==> config.mk <==
export PLATFORM = sky130hd
export DESIGN_NAME = t1ca_top
export DESIGN_NICKNAME = d
export VERILOG_FILES = /design/src/pkg/t1ca_pkg.sv /design/src/rtl/t1ca_rx_monitor.sv /design/src/rtl/t1ca_top.sv
export VERILOG_INCLUDE_DIRS = /design/src /design/src/pkg
export SDC_FILE = /design/constraint.sdc
export NUM_CORES = 1
export LEC_CHECK = 0
export BUFFER_PORTS_ARGS = -buffer_cell sky130_fd_sc_hd__buf_2
export CAP_MARGIN = 10
export CORE_MARGIN = 5
export CORE_UTILIZATION = 54
export CTS_CLUSTER_DIAMETER = 40
export DETAILED_ROUTE_END_ITERATION = 8
export PLACE_DENSITY = 0.95
export SLEW_MARGIN = 20
export SYNTH_ARGS = -nofsm -noshare
export SYNTH_HDL_FRONTEND = slang
export SYNTH_HIERARCHICAL = 1
export SYNTH_SLANG_ARGS = --single-unit
export TNS_END_PERCENT = 30
==> constraint.sdc <==
create_clock -name SYS_CLK -period 2.56 [get_ports SYS_CLK]
set_input_delay 0.256 -clock SYS_CLK [delete_from_list [all_inputs] [get_ports SYS_CLK]]
set_output_delay 0.256 -clock SYS_CLK [all_outputs]
set_load 0.05 [all_outputs]
==> src/pkg/t1ca_cfg.svh <==
// Register map, field positions, reset values and frame geometry
`ifndef T1CA_CFG_SVH
`define T1CA_CFG_SVH
`define T1CA_IDX_CTRL 8'h1E
`define T1CA_IDX_MON 8'h1F
`define T1CA_ADDR_W 8
`define T1CA_ADDR_LSB 2
`define T1CA_CTRL_RST 8'h00
`define T1CA_MON_RST 8'h00
`define T1CA_BIT_CRC 7
`define T1CA_BIT_RXALN 6
`define T1CA_BIT_TXALN 5
`define T1CA_CHAN_MSB 4
`define T1CA_CHAN_LSB 0
`define T1CA_SLOTS 24
`define T1CA_SLOT_BITS 8
`define T1CA_LAST_BIT 3'h7
`define T1CA_LAST_SLOT 5'h17
`define T1CA_RESP_OK 2'h0
`define T1CA_RESP_ERR 2'h2
`endif

==> src/pkg/t1ca_pkg.sv <==
// Types shared by the control and monitor modules
package t1ca_pkg;
    typedef logic [7:0] t1ca_byte_t;
    typedef logic [4:0] t1ca_chan_t;
    typedef logic [1:0] t1ca_resp_t;
    typedef enum logic [0:0] {
        MON_WAIT_FRAME,
        MON_IN_FRAME
    } t1ca_mon_state_t;
endpackage

==> src/rtl/t1ca_rx_monitor.sv <==
// Receive timeslot monitor: captures one selected timeslot per frame
`timescale 1ns/10ps
`default_nettype none
`include "t1ca_cfg.svh"
module t1ca_rx_monitor #(
    parameter int SLOT_BITS = `T1CA_SLOT_BITS
) (
    input wire logic clk, // System clock
    input wire logic arst_n, // Async reset, active low
    input wire logic ce, // Clock enable
    input wire logic bit_en, // Received bit strobe
    input wire logic bit_val, // Received bit value
    input wire logic frame_start, // Marks framing bit
    input wire t1ca_pkg::t1ca_chan_t chan_sel, // Selected timeslot
    output t1ca_pkg::t1ca_byte_t mon_byte, // Last complete byte
    output logic mon_update // Pulse on refresh
);
    t1ca_pkg::t1ca_mon_state_t state;
    t1ca_pkg::t1ca_chan_t slot;
    logic [2:0] bidx;
    t1ca_pkg::t1ca_byte_t shift;
    wire selected = (slot == chan_sel);
    wire step = ce & bit_en & (state == t1ca_pkg::MON_IN_FRAME) & ~frame_start;
    wire last_bit = (bidx == 3'(SLOT_BITS - 1));
    // First bit lands in the MSB after eight shifts
    wire [7:0] next_shift = {shift[6:0], bit_val};

    always_ff @(posedge clk or negedge arst_n) begin
        if (!arst_n) begin
            state <= t1ca_pkg::MON_WAIT_FRAME;
            slot <= 5'h00;
            bidx <= 3'h0;
        end else if (ce & bit_en & frame_start) begin
            state <= t1ca_pkg::MON_IN_FRAME;
            slot <= 5'h00;
            bidx <= 3'h0;
        end else if (step) begin
            bidx <= last_bit ? 3'h0 : bidx + 3'h1;
            if (last_bit) begin
                slot <= slot + 5'h01;
                if (slot == `T1CA_LAST_SLOT) begin
                    state <= t1ca_pkg::MON_WAIT_FRAME;
                end
            end
        end
    end

    always_ff @(posedge clk or negedge arst_n) begin
        if (!arst_n) begin
            shift <= `T1CA_MON_RST;
        end else if (step & selected) begin
            shift <= next_shift;
        end
    end

    // Load only on the last bit so a read never sees a half byte
    always_ff @(posedge clk or negedge arst_n) begin
        if (!arst_n) begin
            mon_byte <= `T1CA_MON_RST;
            mon_update <= 1'b0;
        end else if (ce) begin
            mon_update <= step & selected & last_bit;
            if (step & selected & last_bit) begin
                mon_byte <= next_shift;
            end
        end
    end
endmodule
`default_nettype wire

==> src/rtl/t1ca_top.sv <==
// CRC variant, elastic store align commands and receive timeslot monitor registers
//
// Chosen here: the AXI4-Lite register port.
`timescale 1ns/10ps
`default_nettype none
`include "t1ca_cfg.svh"
// Summary of operation
// - Variant bit low selects standard CRC6, high selects the Japanese CRC6.
// - Receive align rising edge requests half-frame pointer spacing unless already wider.
// - Transmit align rising edge requests half-frame pointer spacing unless already wider.
// - Align bits act on rising edge only; software clears and sets again.
// - Five-bit field in bits 4..0 selects the monitored received timeslot.
// - Selected timeslot appears read-only at index 1F, first bit in bit 7.
module t1ca_top (
    input wire logic SYS_CLK, // 20 MHz system clock
    input wire logic ARST_N, // Async reset, active low
    input wire logic CE, // Clock enable, freezes state when low
    input wire logic [7:0] S_AXI_AWADDR, // Write address
    input wire logic S_AXI_AWVALID, // Write address valid
    output logic S_AXI_AWREADY, // Write address ready
    input wire logic [31:0] S_AXI_WDATA, // Write data
    input wire logic [3:0] S_AXI_WSTRB, // Write strobes
    input wire logic S_AXI_WVALID, // Write data valid
    output logic S_AXI_WREADY, // Write data ready
    output logic [1:0] S_AXI_BRESP, // Write response
    output logic S_AXI_BVALID, // Write response valid
    input wire logic S_AXI_BREADY, // Write response ready
    input wire logic [7:0] S_AXI_ARADDR, // Read address
    input wire logic S_AXI_ARVALID, // Read address valid
    output logic S_AXI_ARREADY, // Read address ready
    output logic [31:0] S_AXI_RDATA, // Read data
    output logic [1:0] S_AXI_RRESP, // Read response
    output logic S_AXI_RVALID, // Read data valid
    input wire logic S_AXI_RREADY, // Read data ready
    input wire logic RX_BIT_EN, // Received bit strobe
    input wire logic RX_BIT, // Received bit value
    input wire logic RX_FRAME_START, // Framing bit marker
    input wire logic RX_STORE_HALF_APART, // Receive pointers already over half frame
    input wire logic TX_STORE_HALF_APART, // Transmit pointers already over half frame
    output logic CRC_VARIANT_SELECT, // High selects Japanese CRC6
    output logic RX_STORE_ALIGN, // Receive store align pulse
    output logic TX_STORE_ALIGN, // Transmit store align pulse
    output logic RX_MON_UPDATE // Pulse when monitor byte refreshed
);
    localparam logic [7:0] ADDR_CTRL = 8'(`T1CA_IDX_CTRL << `T1CA_ADDR_LSB);
    localparam logic [7:0] ADDR_MON = 8'(`T1CA_IDX_MON << `T1CA_ADDR_LSB);

    t1ca_pkg::t1ca_byte_t ctrl;
    t1ca_pkg::t1ca_byte_t mon_byte;
    logic [7:0] aw_addr;
    logic [7:0] w_data;
    logic w_lane0;
    logic aw_held;
    logic w_held;
    logic rx_aln_prev;
    logic tx_aln_prev;
    logic [1:0] half_meta;
    logic [1:0] half_sync;

    // Write channel decode
    wire aw_take = S_AXI_AWVALID & S_AXI_AWREADY;
    wire w_take = S_AXI_WVALID & S_AXI_WREADY;
    wire do_write = CE & aw_held & w_held & ~S_AXI_BVALID;
    wire wr_ctrl = (aw_addr == ADDR_CTRL);
    wire wr_mon = (aw_addr == ADDR_MON);
    wire wr_ok = wr_ctrl;
    wire ctrl_we = do_write & wr_ctrl & w_lane0;

    assign S_AXI_AWREADY = CE & ~aw_held & ~S_AXI_BVALID;
    assign S_AXI_WREADY = CE & ~w_held & ~S_AXI_BVALID;

    // Read channel decode
    wire ar_take = S_AXI_ARVALID & S_AXI_ARREADY;
    wire rd_ctrl = (S_AXI_ARADDR == ADDR_CTRL);
    wire rd_mon = (S_AXI_ARADDR == ADDR_MON);
    wire [7:0] rd_byte = rd_ctrl ? ctrl : (rd_mon ? mon_byte : 8'h00);
    wire [1:0] rd_resp = (rd_ctrl | rd_mon) ? `T1CA_RESP_OK : `T1CA_RESP_ERR;

    assign S_AXI_ARREADY = CE & ~S_AXI_RVALID;

    // Field views of the control register
    wire rx_aln = ctrl[`T1CA_BIT_RXALN];
    wire tx_aln = ctrl[`T1CA_BIT_TXALN];
    wire t1ca_pkg::t1ca_chan_t chan_sel = ctrl[`T1CA_CHAN_MSB:`T1CA_CHAN_LSB];
    wire rx_aln_rise = rx_aln & ~rx_aln_prev;
    wire tx_aln_rise = tx_aln & ~tx_aln_prev;
    // Spacing status is two cycles old when a pulse is judged
    wire rx_half = half_sync[0];
    wire tx_half = half_sync[1];

    // Combinational pulses; hold-off when the store is already spread wide enough
    assign RX_STORE_ALIGN = CE & rx_aln_rise & ~rx_half;
    assign TX_STORE_ALIGN = CE & tx_aln_rise & ~tx_half;
    assign CRC_VARIANT_SELECT = ctrl[`T1CA_BIT_CRC];

    always_ff @(posedge SYS_CLK or negedge ARST_N) begin
        if (!ARST_N) begin
            aw_held <= 1'b0;
            aw_addr <= 8'h00;
        end else if (CE) begin
            if (aw_take) begin
                aw_held <= 1'b1;
                aw_addr <= S_AXI_AWADDR;
            end else if (do_write) begin
                aw_held <= 1'b0;
            end
        end
    end

    always_ff @(posedge SYS_CLK or negedge ARST_N) begin
        if (!ARST_N) begin
            w_held <= 1'b0;
            w_data <= 8'h00;
            w_lane0 <= 1'b0;
        end else if (CE) begin
            if (w_take) begin
                w_held <= 1'b1;
                w_data <= S_AXI_WDATA[7:0];
                w_lane0 <= S_AXI_WSTRB[0];
            end else if (do_write) begin
                w_held <= 1'b0;
            end
        end
    end

    always_ff @(posedge SYS_CLK or negedge ARST_N) begin
        if (!ARST_N) begin
            S_AXI_BVALID <= 1'b0;
            S_AXI_BRESP <= `T1CA_RESP_OK;
        end else if (CE) begin
            if (do_write) begin
                S_AXI_BVALID <= 1'b1;
                S_AXI_BRESP <= wr_ok ? `T1CA_RESP_OK : `T1CA_RESP_ERR;
            end else if (S_AXI_BREADY) begin
                S_AXI_BVALID <= 1'b0;
            end
        end
    end

    // Monitor index is read-only; a write there is answered with an error
    always_ff @(posedge SYS_CLK or negedge ARST_N) begin
        if (!ARST_N) begin
            ctrl <= `T1CA_CTRL_RST;
        end else if (ctrl_we & ~wr_mon) begin
            ctrl <= w_data;
        end
    end

    // Spacing flags come from the store's own clock, so two stages before use
    always_ff @(posedge SYS_CLK or negedge ARST_N) begin
        if (!ARST_N) begin
            half_meta <= 2'b00;
            half_sync <= 2'b00;
        end else if (CE) begin
            half_meta <= {TX_STORE_HALF_APART, RX_STORE_HALF_APART};
            half_sync <= half_meta;
        end
    end

    // Edge memory tracks the stored bit, so holding it high never repeats
    always_ff @(posedge SYS_CLK or negedge ARST_N) begin
        if (!ARST_N) begin
            rx_aln_prev <= 1'b0;
            tx_aln_prev <= 1'b0;
        end else if (CE) begin
            rx_aln_prev <= rx_aln;
            tx_aln_prev <= tx_aln;
        end
    end

    always_ff @(posedge SYS_CLK or negedge ARST_N) begin
        if (!ARST_N) begin
            S_AXI_RVALID <= 1'b0;
            S_AXI_RDATA <= 32'h0000_0000;
            S_AXI_RRESP <= `T1CA_RESP_OK;
        end else if (CE) begin
            if (ar_take) begin
                S_AXI_RVALID <= 1'b1;
                S_AXI_RDATA <= {24'h00_0000, rd_byte};
                S_AXI_RRESP <= rd_resp;
            end else if (S_AXI_RREADY) begin
                S_AXI_RVALID <= 1'b0;
            end
        end
    end

    t1ca_rx_monitor #(
        .SLOT_BITS(`T1CA_SLOT_BITS)
    ) u_mon (
        .clk(SYS_CLK),
        .arst_n(ARST_N),
        .ce(CE),
        .bit_en(RX_BIT_EN),
        .bit_val(RX_BIT),
        .frame_start(RX_FRAME_START),
        .chan_sel(chan_sel),
        .mon_byte(mon_byte),
        .mon_update(RX_MON_UPDATE)
    );
endmodule
`default_nettype wire

==> tab_implementation.tex, run 1 <==
\begin{tabular}{lr}
\hline
Metric & Value \\
\hline
\multicolumn{2}{l}{\textbf{Status}} \\
Result of the run & finished clean \\
\multicolumn{2}{l}{\textbf{Timing}} \\
Period utilization & 0.670 \\
Rel. slew slack & 0.534 \\
Actual slew at the worst max-slew pin & 700 ps \\
Worst clock skew & 9.75 ps \\
Unrepaired setup endpoints after global routing & false \\
Setup total negative slack & 0 ps \\
Final Setup Violations & 0 \\
Tmin final & 1720 ps \\
Peak clock frequency supported by timing & 0.583 GHz \\
Final hold vios & 0 \\
Max-slew violations & 0 \\
\multicolumn{2}{l}{\textbf{Setup path}} \\
Kind of launch point of the worst setup path & flop \\
Critical Path Sink Type & flop \\
Critical Path Fanout Max & 7 \\
Register-to-register setup slack & 840 ps \\
Critical path data arrival time & 1940 ps \\
Required time at the endpoint of the critical path & 2780 ps \\
Type of the worst setup path & flop to flop \\
\multicolumn{2}{l}{\textbf{Die}} \\
Core area & 5850 sq um \\
Number of core rows & 28 \\
Area enclosed by the die boundary & 7620 sq um \\
DIE WIDTH & 87.3 microns \\
Die height & 87.3 microns \\
Ports placed on the boundary & 110 \\
Initial standard-cell utilization of the core & 0.552 \\
\multicolumn{2}{l}{\textbf{Power}} \\
Power Density & 824 nW/um\^{}2 \\
Switching portion of total power & 0.296 \\
Static Leak & 1.85 nW \\
Switching power & 0.901 mW \\
Worst IR Drop VDD & 0.630 mV \\
Comb power frac & 0.215 \\
Internal power of the cells & 2.14 mW \\
Final total power & 3.05 mW \\
Relative contribution of sequential cells to total power & 0.494 \\
Clock Power Share & 0.291 \\
\multicolumn{2}{l}{\textbf{Logic synthesis}} \\
Share of flip-flops with an asynchronous set or reset after synthesis & 1.00 \\
Flip-flop cell with the highest count after synthesis & dfrtp\_1 \\
Number of flops mapped to enable cells by yosys & 0 \\
Mapped cell area & 3230 sq um \\
Total of warnings raised by yosys & 6 \\
Cell type contributing the most total cell area after synthesis & dfrtp\_1 \\
Top cells by area in the synthesized netlist & dfrtp\_1 54\%, mux2\_2 13\%, buf\_4 6.0\% \\
Most repeated cell in the gate-level netlist after synthesis & dfrtp\_1 \\
Distinct cells, synth & 44 \\
Total of flip-flops plus latches after synthesis & 70 \\
Leading cell types by count after synthesis & 70 x dfrtp\_1, 37 x mux2\_2, 26 x buf\_4, 18 x nand2\_1, 11 x mux2i\_1 \\
Synthesized netlist cell count & 248 \\
Synthesized area per cell & 13.0 sq um \\
Top-area cell type share of the netlist area & 0.543 \\
Post-synthesis sequential area ratio & 0.543 \\
\multicolumn{2}{l}{\textbf{Placed design}} \\
Count of buffers from port buffering & 56 \\
Gpl congestion & 0.779 \\
HPWL after detailed placement & 4540 microns \\
Placed instance area & 3490 sq um \\
\multicolumn{2}{l}{\textbf{Finish}} \\
Fraction of final layout cells with drive strength greater than 1 & 0.400 \\
P\&R area growth vs syn & 14.6\% \\
Area taken by multi-input logic gates & 1310 sq um \\
Design Area, Final & 3700 sq um \\
Layout fillers & 445 \\
Final net count & 378 \\
Sequential Area & 1750 sq um \\
Antenna diode instance count & 0 \\
\multicolumn{2}{l}{\textbf{CTS}} \\
Clock buffer depth & 2 \\
Total CTS buffers & 9 \\
CTS tree & built \\
Htree depth & 3 \\
Clock Tree Root & clkbuf\_8 \\
Clk Latency, worst-skew pair & 340 ps \\
Clock transition at path regs & 70 ps \\
Hold buffers post-CTS & 1 \\
Post-cts repair resize count & 0 \\
CTS Sinks & 70 \\
Buffers inserted during post-CTS setup optimization & 0 \\
\multicolumn{2}{l}{\textbf{Routing}} \\
DRT Pass-1 Iters & 4 \\
Detailed router's first-iteration violation count & 105 \\
DRC & 0 \\
Number of vias per cell & 5.12 \\
Vias post-DR & 1995 \\
Wire length per cell & 15.2 microns \\
Antenna viol nets, final & 0 \\
Total wirelength of the detailed-routed design & 5940 microns \\
\multicolumn{2}{l}{\textbf{Global route}} \\
Grt ovf & 0 \\
Pin count of the biggest net entering global routing & 40 \\
Wire length of the first global-routing pass & 9720 microns \\
GRT Total Usage & 0.166 \\
Via count of the first global-routing pass & 2044 \\
Initial antenna violation count & 0 \\
\multicolumn{2}{l}{\textbf{Job}} \\
Max capacitance violation total & 0 \\
\multicolumn{2}{l}{\textbf{Worst hold path}} \\
Type of the worst min-delay path & primary input to flop \\
\hline
\end{tabular}
-- through the flow --
stage | hold slack (ps) | setup WS, ps | std cells | util
3_3_place_gp | 343 | 821 | 373 | 0.596
5_1_grt | 139 | 739 | 390 | 0.632
6_report | 149 | 844 | 390 | 0.632
4_1_cts | 131 | 849 | 390 | 0.632
2_1_floorplan | -39.6 | 641 | 273 | -
3_5_place_dp | 342 | 790 | 373 | 0.596
-- path summary, 6_finish.rpt --
kind                                 from              to  cells after the start
max                         u_mon/slot[2]  u_mon/shift[6]                      4
min                        S_AXI_WDATA[3]       w_data[3]                      2
max reg2reg                 u_mon/slot[2]  u_mon/shift[6]                      4
min reg2reg                S_AXI_RDATA[3]  S_AXI_RDATA[3]                      2
max in group asynchronous          ARST_N      aw_addr[4]                      3
min in group asynchronous          ARST_N       w_data[7]                      2
-- state kept, by name (all words and copies together) (netlist names), 2 cells and up --
name / count
ctrl: 8
u_mon/bidx: 3
u_mon/shift: 7
w_data: 8
half_meta: 2
half_sync: 2
u_mon/mon_byte: 8
u_mon/slot: 5
aw_addr: 8
S_AXI_RDATA: 8
-- worst max-delay path, stage by stage, from the launching register on --
cell and delay (ps):
dfrtp_1 450, xnor2_1 180, nand3_1 170, or2_1 440
mux2_4 360
-- cell usage in the layout (no fill, tap or decap), types with 2 or more instances in the layout --
cell,n
nor2_1,9
and4b_1,3
nand4_1,3
clkbuf_1,2
a21oi_1,2
mux2_4,7
inv_1,3
conb_1,26
dfrtp_1,70
mux2_2,37
nor3_1,2
buf_4,2
o21ai_0,2
ha_1,3
clkbuf_8,11
nor2b_1,2
buf_2,56
xnor2_1,6
o31ai_1,9
a22o_2,2
nand2_1,18
mux2i_1,11
nand3_1,4
-- layout make-up --
cell class / instances / area share
Sequential cell: 70 / 0.474
Clock inverter: 3 / 0.0115
Inverter: 3 / 0.00305
Clock buffer: 13 / 0.0430
Tap cell: 75 / 0.0254
Timing Repair Buffer: 60 / 0.0880
Multi-Input combinational cell: 166 / 0.355
-- metal layers --
layer | track usage | vias up | wire (microns)
li1 | - | 942 | -
met3 | 0.0464 | 9 | 502
met2 | 0.263 | 74 | 2890
met5 | 0 | - | 0
met4 | 0.0837 | 0 | 84
met1 | 0.209 | 970 | 2460
-- power groups by stage --
stage	Clock (mW)	Sequential, mW	Combinational [mW]
final	0.886	1.51	0.654
after global routing	0.953	1.54	0.708
after CTS	0.911	1.51	0.661
after detailed placement	0	1.53	0.659
after global placement	0	1.51	0.629
after floorplan	0	1.52	0.518
-- cells by family (layout without fill, tap and decap cells) --
family	count (synthesis)	count (layout)	synth area share
other	1	26	0.00116
and+or+nand+nor	54	54	0.102
adders and majority gates	3	3	0.0116
AOI/OAI and AO/OA	20	20	0.0446
DFF	70	70	0.543
muxes	56	56	0.199
buffers and inverters	37	79	0.0791
xor gates and xnor gates	7	7	0.0190
Power figures use the tool's default switching activity.
==> inputs of run 2 (changes only) <==
--- a/config.mk
+++ b/config.mk
@@ -9,10 +9,10 @@
 export BUFFER_PORTS_ARGS = -buffer_cell sky130_fd_sc_hd__buf_2
 export CAP_MARGIN = 10
 export CORE_MARGIN = 5
-export CORE_UTILIZATION = 54
+export CORE_UTILIZATION = 50
 export CTS_CLUSTER_DIAMETER = 40
 export DETAILED_ROUTE_END_ITERATION = 8
-export PLACE_DENSITY = 0.95
+export PLACE_DENSITY = 0.9
 export SLEW_MARGIN = 20
 export SYNTH_ARGS = -nofsm -noshare
 export SYNTH_HDL_FRONTEND = slang
==> constraint.sdc (replaced) <==
create_clock -name SYS_CLK -period 1.6 [get_ports SYS_CLK]
set_input_delay 0.16 -clock SYS_CLK [delete_from_list [all_inputs] [get_ports SYS_CLK]]
set_output_delay 0.16 -clock SYS_CLK [all_outputs]
set_load 0.05 [all_outputs]
==> run 2 against run 1 <==
- the flow now finishes with violations (setup timing)
- sequential share of layout area shrank 3.1 points
- cell count grew 6.9%
- first-iteration DRC count down 9.5%
- sequential cell count is the same
- worst setup slack lost 860 ps
==> tab_implementation.tex, run 2 (same netlist as run 1, synthesis figures left out) <==
\begin{tabular}{lr}
\hline
Metric & Value \\
\hline
\multicolumn{2}{l}{\textbf{Timing}} \\
Worst clock skew & 8.75 ps (-0.999 ps) \\
Tmin final & 1620 ps (-101 ps) \\
Final Setup Violations & 8 (+8) \\
Peak clock frequency supported by timing & 0.619 GHz (+6.3\%) \\
Max-slew violations & 0 (unchanged) \\
Unrepaired setup endpoints after global routing & true \\
Rel. slew slack & 0.625 (+0.0913) \\
Period utilization & 1.01 (+0.339) \\
Actual slew at the worst max-slew pin & 563 ps (-137 ps) \\
Smallest setup slack after layout & -15.2 ps (-859 ps) \\
Final hold vios & 0 (unchanged) \\
\multicolumn{2}{l}{\textbf{Setup path}} \\
Critical path data arrival time & 1840 ps (-100 ps) \\
Required time at the endpoint of the critical path & 1820 ps (-960 ps) \\
Count of buffering cells on the critical path with inverters included & 2 (+2) \\
Critical Path Fanout Max & 8 (+1) \\
Reg2reg start & u\_mon/slot[0] \\
Source of the critical timing path & u\_mon/slot[0] \\
Worst path cell trace & xnor2\_2, nand3\_1, buf\_6, nor2\_4, buf\_12, mux2\_4 \\
Kind of launch point of the worst setup path & flop \\
Critical Path Sink Type & flop \\
Gate family responsible for the most delay along the worst path & flip-flops \\
Worst stage delay on the critical path & 430 ps (-20 ps) \\
Critical-path top delay cell & dfrtp\_1 \\
Type of the worst setup path & flop to flop \\
\multicolumn{2}{l}{\textbf{Power}} \\
Switching power & 1.49 mW (+66\%) \\
Comb power frac & 0.243 (+0.028) \\
Internal power of the cells & 3.26 mW (+52\%) \\
Worst IR Drop VDD & 0.896 mV (+42\%) \\
Static Leak & 1.98 nW (+7.0\%) \\
Power Density & 1200 nW/um\^{}2 (+46\%) \\
Switching portion of total power & 0.314 (+0.0179) \\
Relative contribution of sequential cells to total power & 0.509 (+0.015) \\
Clock Power Share & 0.248 (-0.043) \\
\multicolumn{2}{l}{\textbf{Routing}} \\
Vias post-DR & 2120 (+6.3\%) \\
Number of vias per cell & 5.08 (-0.61\%) \\
Detailed router's first-iteration violation count & 95 (-9.5\%) \\
DRC & 0 (unchanged) \\
DRT Pass-1 Iters & 4 (unchanged) \\
Total wirelength of the detailed-routed design & 6650 microns (+12\%) \\
Wire length per cell & 15.9 microns (+4.7\%) \\
Antenna viol nets, final & 0 (unchanged) \\
\multicolumn{2}{l}{\textbf{Die}} \\
DIE WIDTH & 90.3 microns (+3.5\%) \\
Die height & 90.3 microns (+3.5\%) \\
Ports placed on the boundary & 110 (unchanged) \\
Area enclosed by the die boundary & 8160 sq um (+7.1\%) \\
Initial standard-cell utilization of the core & 0.511 (-0.0404) \\
Core area & 6310 sq um (+7.9\%) \\
Number of core rows & 29 (+3.6\%) \\
\multicolumn{2}{l}{\textbf{Worst hold path}} \\
Type of the worst min-delay path & primary input to flop \\
Origin of the worst min-delay path & S\_AXI\_AWADDR[4] \\
\multicolumn{2}{l}{\textbf{Finish}} \\
Area taken by multi-input logic gates & 1400 sq um (+6.3\%) \\
Layout fillers & 474 (+6.5\%) \\
Final Non-Filler Cells & 417 (+6.9\%) \\
Commonest cells after routing, fill and taps aside & 68 x dfrtp\_1, 56 x buf\_2, 29 x mux2\_2 \\
Final net count & 403 (+6.6\%) \\
Antenna diode instance count & 0 (unchanged) \\
Sequential Area & 1750 sq um (+0.14\%) \\
Fraction of final layout cells with drive strength greater than 1 & 0.474 (+0.0735) \\
P\&R area growth vs syn & 22.7\% \\
Most common cell after layout, fill and taps aside & dfrtp\_1 \\
\multicolumn{2}{l}{\textbf{CTS}} \\
CTS Sinks & 70 (unchanged) \\
Clock transition at path regs & 80 ps (about the same) \\
Clock Tree Root & clkbuf\_8 \\
CTS tree & built \\
Clock buffer depth & 2 (unchanged) \\
Htree depth & 3 (unchanged) \\
Total CTS buffers & 9 (unchanged) \\
Clk Latency, worst-skew pair & 340 ps (about the same) \\
\multicolumn{2}{l}{\textbf{Status}} \\
Result of the run & complete, but fails checks \\
Violated checks & setup timing \\
\multicolumn{2}{l}{\textbf{Job}} \\
Max capacitance violation total & 0 (unchanged) \\
\multicolumn{2}{l}{\textbf{Global route}} \\
Grt ovf & 0 (unchanged) \\
Initial antenna violation count & 0 (unchanged) \\
GRT Total Usage & 0.166 (-0.000194) \\
Pin count of the biggest net entering global routing & 28 (-30\%) \\
Wire length of the first global-routing pass & 10900 microns (+12\%) \\
Via count of the first global-routing pass & 2249 (+10\%) \\
\multicolumn{2}{l}{\textbf{Placed design}} \\
Number of placed cells counting well taps & 393 (+5.4\%) \\
Gpl congestion & 0.805 (+3.3\%) \\
HPWL after detailed placement & 4960 microns (+9.1\%) \\
Count of buffers from port buffering & 56 (unchanged) \\
Worst slack, placed & -82.1 ps (-872 ps) \\
\hline
\end{tabular}
## run 2: routing by layer
layer | wire, microns | global-route usage | part of all wire
met5 | 0 | 0 | 0
met4 | 130 | 0.0695 | 0.020
met3 | 478 | 0.0592 | 0.072
met2 | 3370 | 0.277 | 0.51
met1 | 2670 | 0.194 | 0.40
## run 2: cell type report
class,count,area share
clock buffers,11,0.0332
clock inverters,5,0.00695
well taps,77,0.0243
flip-flops and latches,70,0.443
inverters,3,0.00284
multi-input cells,166,0.353
repair buffers,85,0.137
## run 2: worst register-to-register path: stages (launching register included)
cell and delay (ps):
dfrtp_1 430, xnor2_2 190, nand3_1 140, buf_6 160
nor2_4 120, buf_12 150, mux2_4 310
## run 2: per-stage QoR
stage                     setup TNS (ps)  hold WS (ps)  area, sq um  utilization  total power, mW
after detailed placement            -559           178         3650        0.578             3.57
final                              -66.0          41.8         3960        0.627             4.75
after global routing                -449          32.2         3960        0.627             5.00
after floorplan                     -127          -136         3330            -             3.27
after CTS                          -69.3          32.5         3920        0.620             4.78
after global placement                 0           172         3650        0.578             3.48
## run 2: power by group through the flow
stage | registers, mW | logic [mW] | clock network (mW)
6_report | 2.42 | 1.15 | 1.18
5_1_grt | 2.47 | 1.24 | 1.29
4_1_cts | 2.42 | 1.16 | 1.21
3_5_place_dp | 2.45 | 1.12 | 0
3_3_place_gp | 2.41 | 1.07 | 0
2_1_floorplan | 2.43 | 0.838 | 0
## run 2: final timing paths
kind	endpoint	slack (ps)	cells past startpoint
worst min register to register	S_AXI_RDATA[0]	470	2
worst min-delay path	aw_addr[4]	40	2
min in group asynchronous	u_mon/slot[3]	370	2
worst max register to register	u_mon/mon_byte[0]	-20	6
worst max-delay path	u_mon/mon_byte[0]	-20	6
max in group asynchronous	aw_addr[1]	700	3
## run 2: timing repair
item / CTS / global route
endpoints found under the setup margin: 15 / 8
setup buffers: 3 / 4
hold buffers: 1 / 0
gates resized for setup: 14 / 3
hold endpoints to repair: 20 / 0
pin swaps: 3 / 2
==> inputs of run 3 (changes only) <==
--- a/config.mk
+++ b/config.mk
@@ -6,10 +6,13 @@
 export SDC_FILE = /design/constraint.sdc
 export NUM_CORES = 1
 export LEC_CHECK = 0
+export ABC_AREA = 1
 export BUFFER_PORTS_ARGS = -buffer_cell sky130_fd_sc_hd__buf_2
 export CAP_MARGIN = 10
+export CELL_PAD_IN_SITES_DETAIL_PLACEMENT = 0
+export CELL_PAD_IN_SITES_GLOBAL_PLACEMENT = 2
 export CORE_MARGIN = 5
-export CORE_UTILIZATION = 50
+export CORE_UTILIZATION = 29
 export CTS_CLUSTER_DIAMETER = 40
 export DETAILED_ROUTE_END_ITERATION = 8
 export PLACE_DENSITY = 0.9
==> run 3 against run 2 <==
- the flow now finishes without violations
- global-route usage fell by 5.7 points
- total power is 13% higher
- routed wire length increased by 15%
- clock-buffer cell count did not move
- sequential share of layout area down 2.9 points
==> tab_implementation.tex, run 3 <==
\begin{tabular}{lr}
\hline
Metric & Value \\
\hline
\multicolumn{2}{l}{\textbf{Logic synthesis}} \\
Number of flops mapped to enable cells by yosys & 0 (unchanged) \\
Post-synthesis sequential area ratio & 0.493 (-0.0497) \\
Total of warnings raised by yosys & 6 (unchanged) \\
Synthesized netlist cell count & 434 (+75\%) \\
Mapped cell area & 3550 sq um (+10\%) \\
Synthesized area per cell & 8.18 sq um (-37\%) \\
Top cells by area in the synthesized netlist & dfrtp\_1 49\%, nand2\_1 19\%, buf\_4 6.3\% \\
Top-area cell type share of the netlist area & 0.493 (-0.0497) \\
Total of flip-flops plus latches after synthesis & 70 (unchanged) \\
Flip-flop cell with the highest count after synthesis & dfrtp\_1 \\
Cell type contributing the most total cell area after synthesis & dfrtp\_1 \\
Distinct cells, synth & 28 (-36\%) \\
Most repeated cell in the gate-level netlist after synthesis & nand2\_1 \\
Share of flip-flops with an asynchronous set or reset after synthesis & 1.00 (unchanged) \\
Leading cell types by count after synthesis & 176 x nand2\_1, 70 x dfrtp\_1, 40 x nand3\_1, 31 x inv\_1, 30 x buf\_4 \\
\multicolumn{2}{l}{\textbf{Setup path}} \\
Worst path cell trace & nor2\_2, inv\_2, nor2\_2, buf\_4 \\
Worst stage delay on the critical path & 430 ps (about the same) \\
Critical path data arrival time & 1360 ps (-480 ps) \\
Required time at the endpoint of the critical path & 1440 ps (-380 ps) \\
Critical Path Sink Type & primary output \\
Kind of launch point of the worst setup path & flop \\
Register-to-register setup slack & 170 ps (+190 ps) \\
Most frequent CP cell & nor2\_2 \\
Critical Path Fanout Max & 4 (-4) \\
Type of the worst setup path & flop to primary output \\
Critical-path top delay cell & dfrtp\_1 \\
\multicolumn{2}{l}{\textbf{Finish}} \\
Antenna diode instance count & 0 (unchanged) \\
P\&R area growth vs syn & 19.2\% \\
Most common cell after layout, fill and taps aside & nand2\_1 \\
Fraction of final layout cells with drive strength greater than 1 & 0.216 (-0.258) \\
Final Non-Filler Cells & 652 (+56\%) \\
Layout fillers & 1291 (+170\%) \\
Commonest cells after routing, fill and taps aside & 176 x nand2\_1, 70 x dfrtp\_1, 54 x buf\_2 \\
Core utilization of the finished layout & 0.353 (-0.275) \\
Final net count & 568 (+41\%) \\
\multicolumn{2}{l}{\textbf{Routing}} \\
Met2 Wirelength & 3510 microns (+4.2\%) \\
Number of vias per cell & 4.32 (-15\%) \\
Detailed-routing wirelength on met1 & 3590 microns (+35\%) \\
Vias post-DR & 2815 (+33\%) \\
Antenna viol nets, final & 0 (unchanged) \\
Highest layer used for signal routing & met4 \\
Total wirelength of the detailed-routed design & 7660 microns (+15\%) \\
Detailed router's first-iteration violation count & 155 (+63\%) \\
Wire length per cell & 11.8 microns (-26\%) \\
DRC & 0 (unchanged) \\
DRT Pass-1 Iters & 4 (unchanged) \\
Met3 layer wire length in the routed design & 460 microns (-3.8\%) \\
\multicolumn{2}{l}{\textbf{Global route}} \\
Via count of the first global-routing pass & 2826 (+26\%) \\
Wire length of the first global-routing pass & 12800 microns (+18\%) \\
Grt ovf & 0 (unchanged) \\
Pin count of the biggest net entering global routing & 71 (+150\%) \\
Initial antenna violation count & 0 (unchanged) \\
GRT Total Usage & 0.109 (-0.0573) \\
\multicolumn{2}{l}{\textbf{Timing}} \\
Final Setup Violations & 0 (-8) \\
Tmin final & 1520 ps (-93.2 ps) \\
Max-slew violations & 0 (unchanged) \\
Final hold vios & 0 (unchanged) \\
Worst clock skew & 5.46 ps (-3.29 ps) \\
Peak clock frequency supported by timing & 0.657 GHz (+6.1\%) \\
Smallest setup slack after layout & 78.0 ps (+93.2 ps) \\
Unrepaired setup endpoints after global routing & false \\
Period utilization & 0.951 (-0.0582) \\
Setup total negative slack & 0 ps (+66.0 ps) \\
\multicolumn{2}{l}{\textbf{Placed design}} \\
Gpl congestion & 0.748 (-7.1\%) \\
Number of placed cells counting well taps & 635 (+62\%) \\
Worst slack, placed & 148 ps (+230 ps) \\
Count of buffers from port buffering & 56 (unchanged) \\
HPWL after detailed placement & 5710 microns (+15\%) \\
\multicolumn{2}{l}{\textbf{Die}} \\
DIE WIDTH & 121 microns (+34\%) \\
Core area & 12000 sq um (+90\%) \\
Number of core rows & 40 (+38\%) \\
Area enclosed by the die boundary & 14600 sq um (+78\%) \\
Die height & 121 microns (+34\%) \\
Initial standard-cell utilization of the core & 0.296 (-0.215) \\
Ports placed on the boundary & 110 (unchanged) \\
\multicolumn{2}{l}{\textbf{CTS}} \\
CTS Sinks & 70 (unchanged) \\
CTS tree & built \\
Clock buffer depth & 2 (unchanged) \\
Clk Latency, worst-skew pair & 330 ps (about the same) \\
Total CTS buffers & 9 (unchanged) \\
Htree depth & 3 (unchanged) \\
Clock transition at path regs & 60 ps (-20 ps) \\
Clock Tree Root & clkbuf\_16 \\
\multicolumn{2}{l}{\textbf{Power}} \\
Worst IR Drop VDD & 0.795 mV (-11\%) \\
Power Density & 1270 nW/um\^{}2 (+5.7\%) \\
Static Leak & 2.34 nW (+18\%) \\
\multicolumn{2}{l}{\textbf{Worst hold path}} \\
Type of the worst min-delay path & primary input to flop \\
\multicolumn{2}{l}{\textbf{Job}} \\
Max capacitance violation total & 0 (unchanged) \\
\multicolumn{2}{l}{\textbf{Status}} \\
Result of the run & finished clean \\
\hline
\end{tabular}
==> run 3: cell count changes after synthesis, moves of 9 or more <==
cell     change
o31ai_1      -9
nand4_1     +17
inv_1       +28
nand2_1    +158
mux2i_1     -11
mux2_2      -37
nand3_1     +36
==> run 3: where the power goes <==
part	switching, mW	internal [mW]
sequential	0.245	2.09
combinational	0.826	0.336
clock	0.744	1.13
total	1.82	3.56
==> run 3: kinds of logic after synthesis <==
kind of cell / share of synthesized area
other: 0.00106
buffers and inverters: 0.112
AOI/OAI and AO/OA: 0.0345
DFF: 0.493
and+or+nand+nor: 0.347
adders and majority gates: 0.0106
xor gates and xnor gates: 0.00247
==> run 3: worst paths after layout <==
| kind | to | cells past startpoint | from |
|---|---|---|---|
| hold reg to reg | half_meta[0] | 2 | half_meta[0] |
| max in group asynchronous | aw_addr[3] | 3 | ARST_N |
| setup reg to reg | u_mon/mon_byte[3] | 8 | u_mon/slot[3] |
| hold / removal | half_meta[1] | 3 | TX_STORE_HALF_APART |
| setup / recovery | S_AXI_WREADY | 4 | S_AXI_BVALID |
| min in group asynchronous | u_mon/shift[0] | 3 | ARST_N |
==> run 3: area by class of cell <==
type,count,area (sq um),share of cell area
tap,147,184,0.0434
multi-input combinational,318,1510,0.355
inverter,35,131,0.0310
sequential,70,1750,0.414
clock buffer,11,253,0.0597
clock inverter,5,33.8,0.00798
timing repair buffer,66,375,0.0887
==> run 3: worst max-delay path: cells and delay by family, from the launching register on <==
family                 cells  cell delay (ps)
DFF                        1              430
and+or+nand+nor            2              290
buffers and inverters      2              310
==> run 3: stage by stage <==
stage	power, mW	area, sq um	hold slack, ps
2_1_floorplan	3.27	3650	-136
3_3_place_gp	3.49	3930	221
4_1_cts	5.45	4230	26.7
3_5_place_dp	3.53	3930	220
5_1_grt	5.72	4230	33.5
6_report	5.37	4230	33.0
==> run 3: per-layer routing <==
metal  global-route usage  vias to the layer above
li1                     -                     1458
met1                0.139                     1275
met2                0.176                       69
met3               0.0351                       13
met4               0.0326                        0
met5                    0                        -
==> run 3: repair_timing <==
item                                    4_1_cts  5_1_grt
buffers inserted                              0        0
endpoints found under the setup margin        1        1
resized for setup                             2        1
cloned                                        0        0
hold buffers                                  1        0
hold endpoints to repair                     70        0
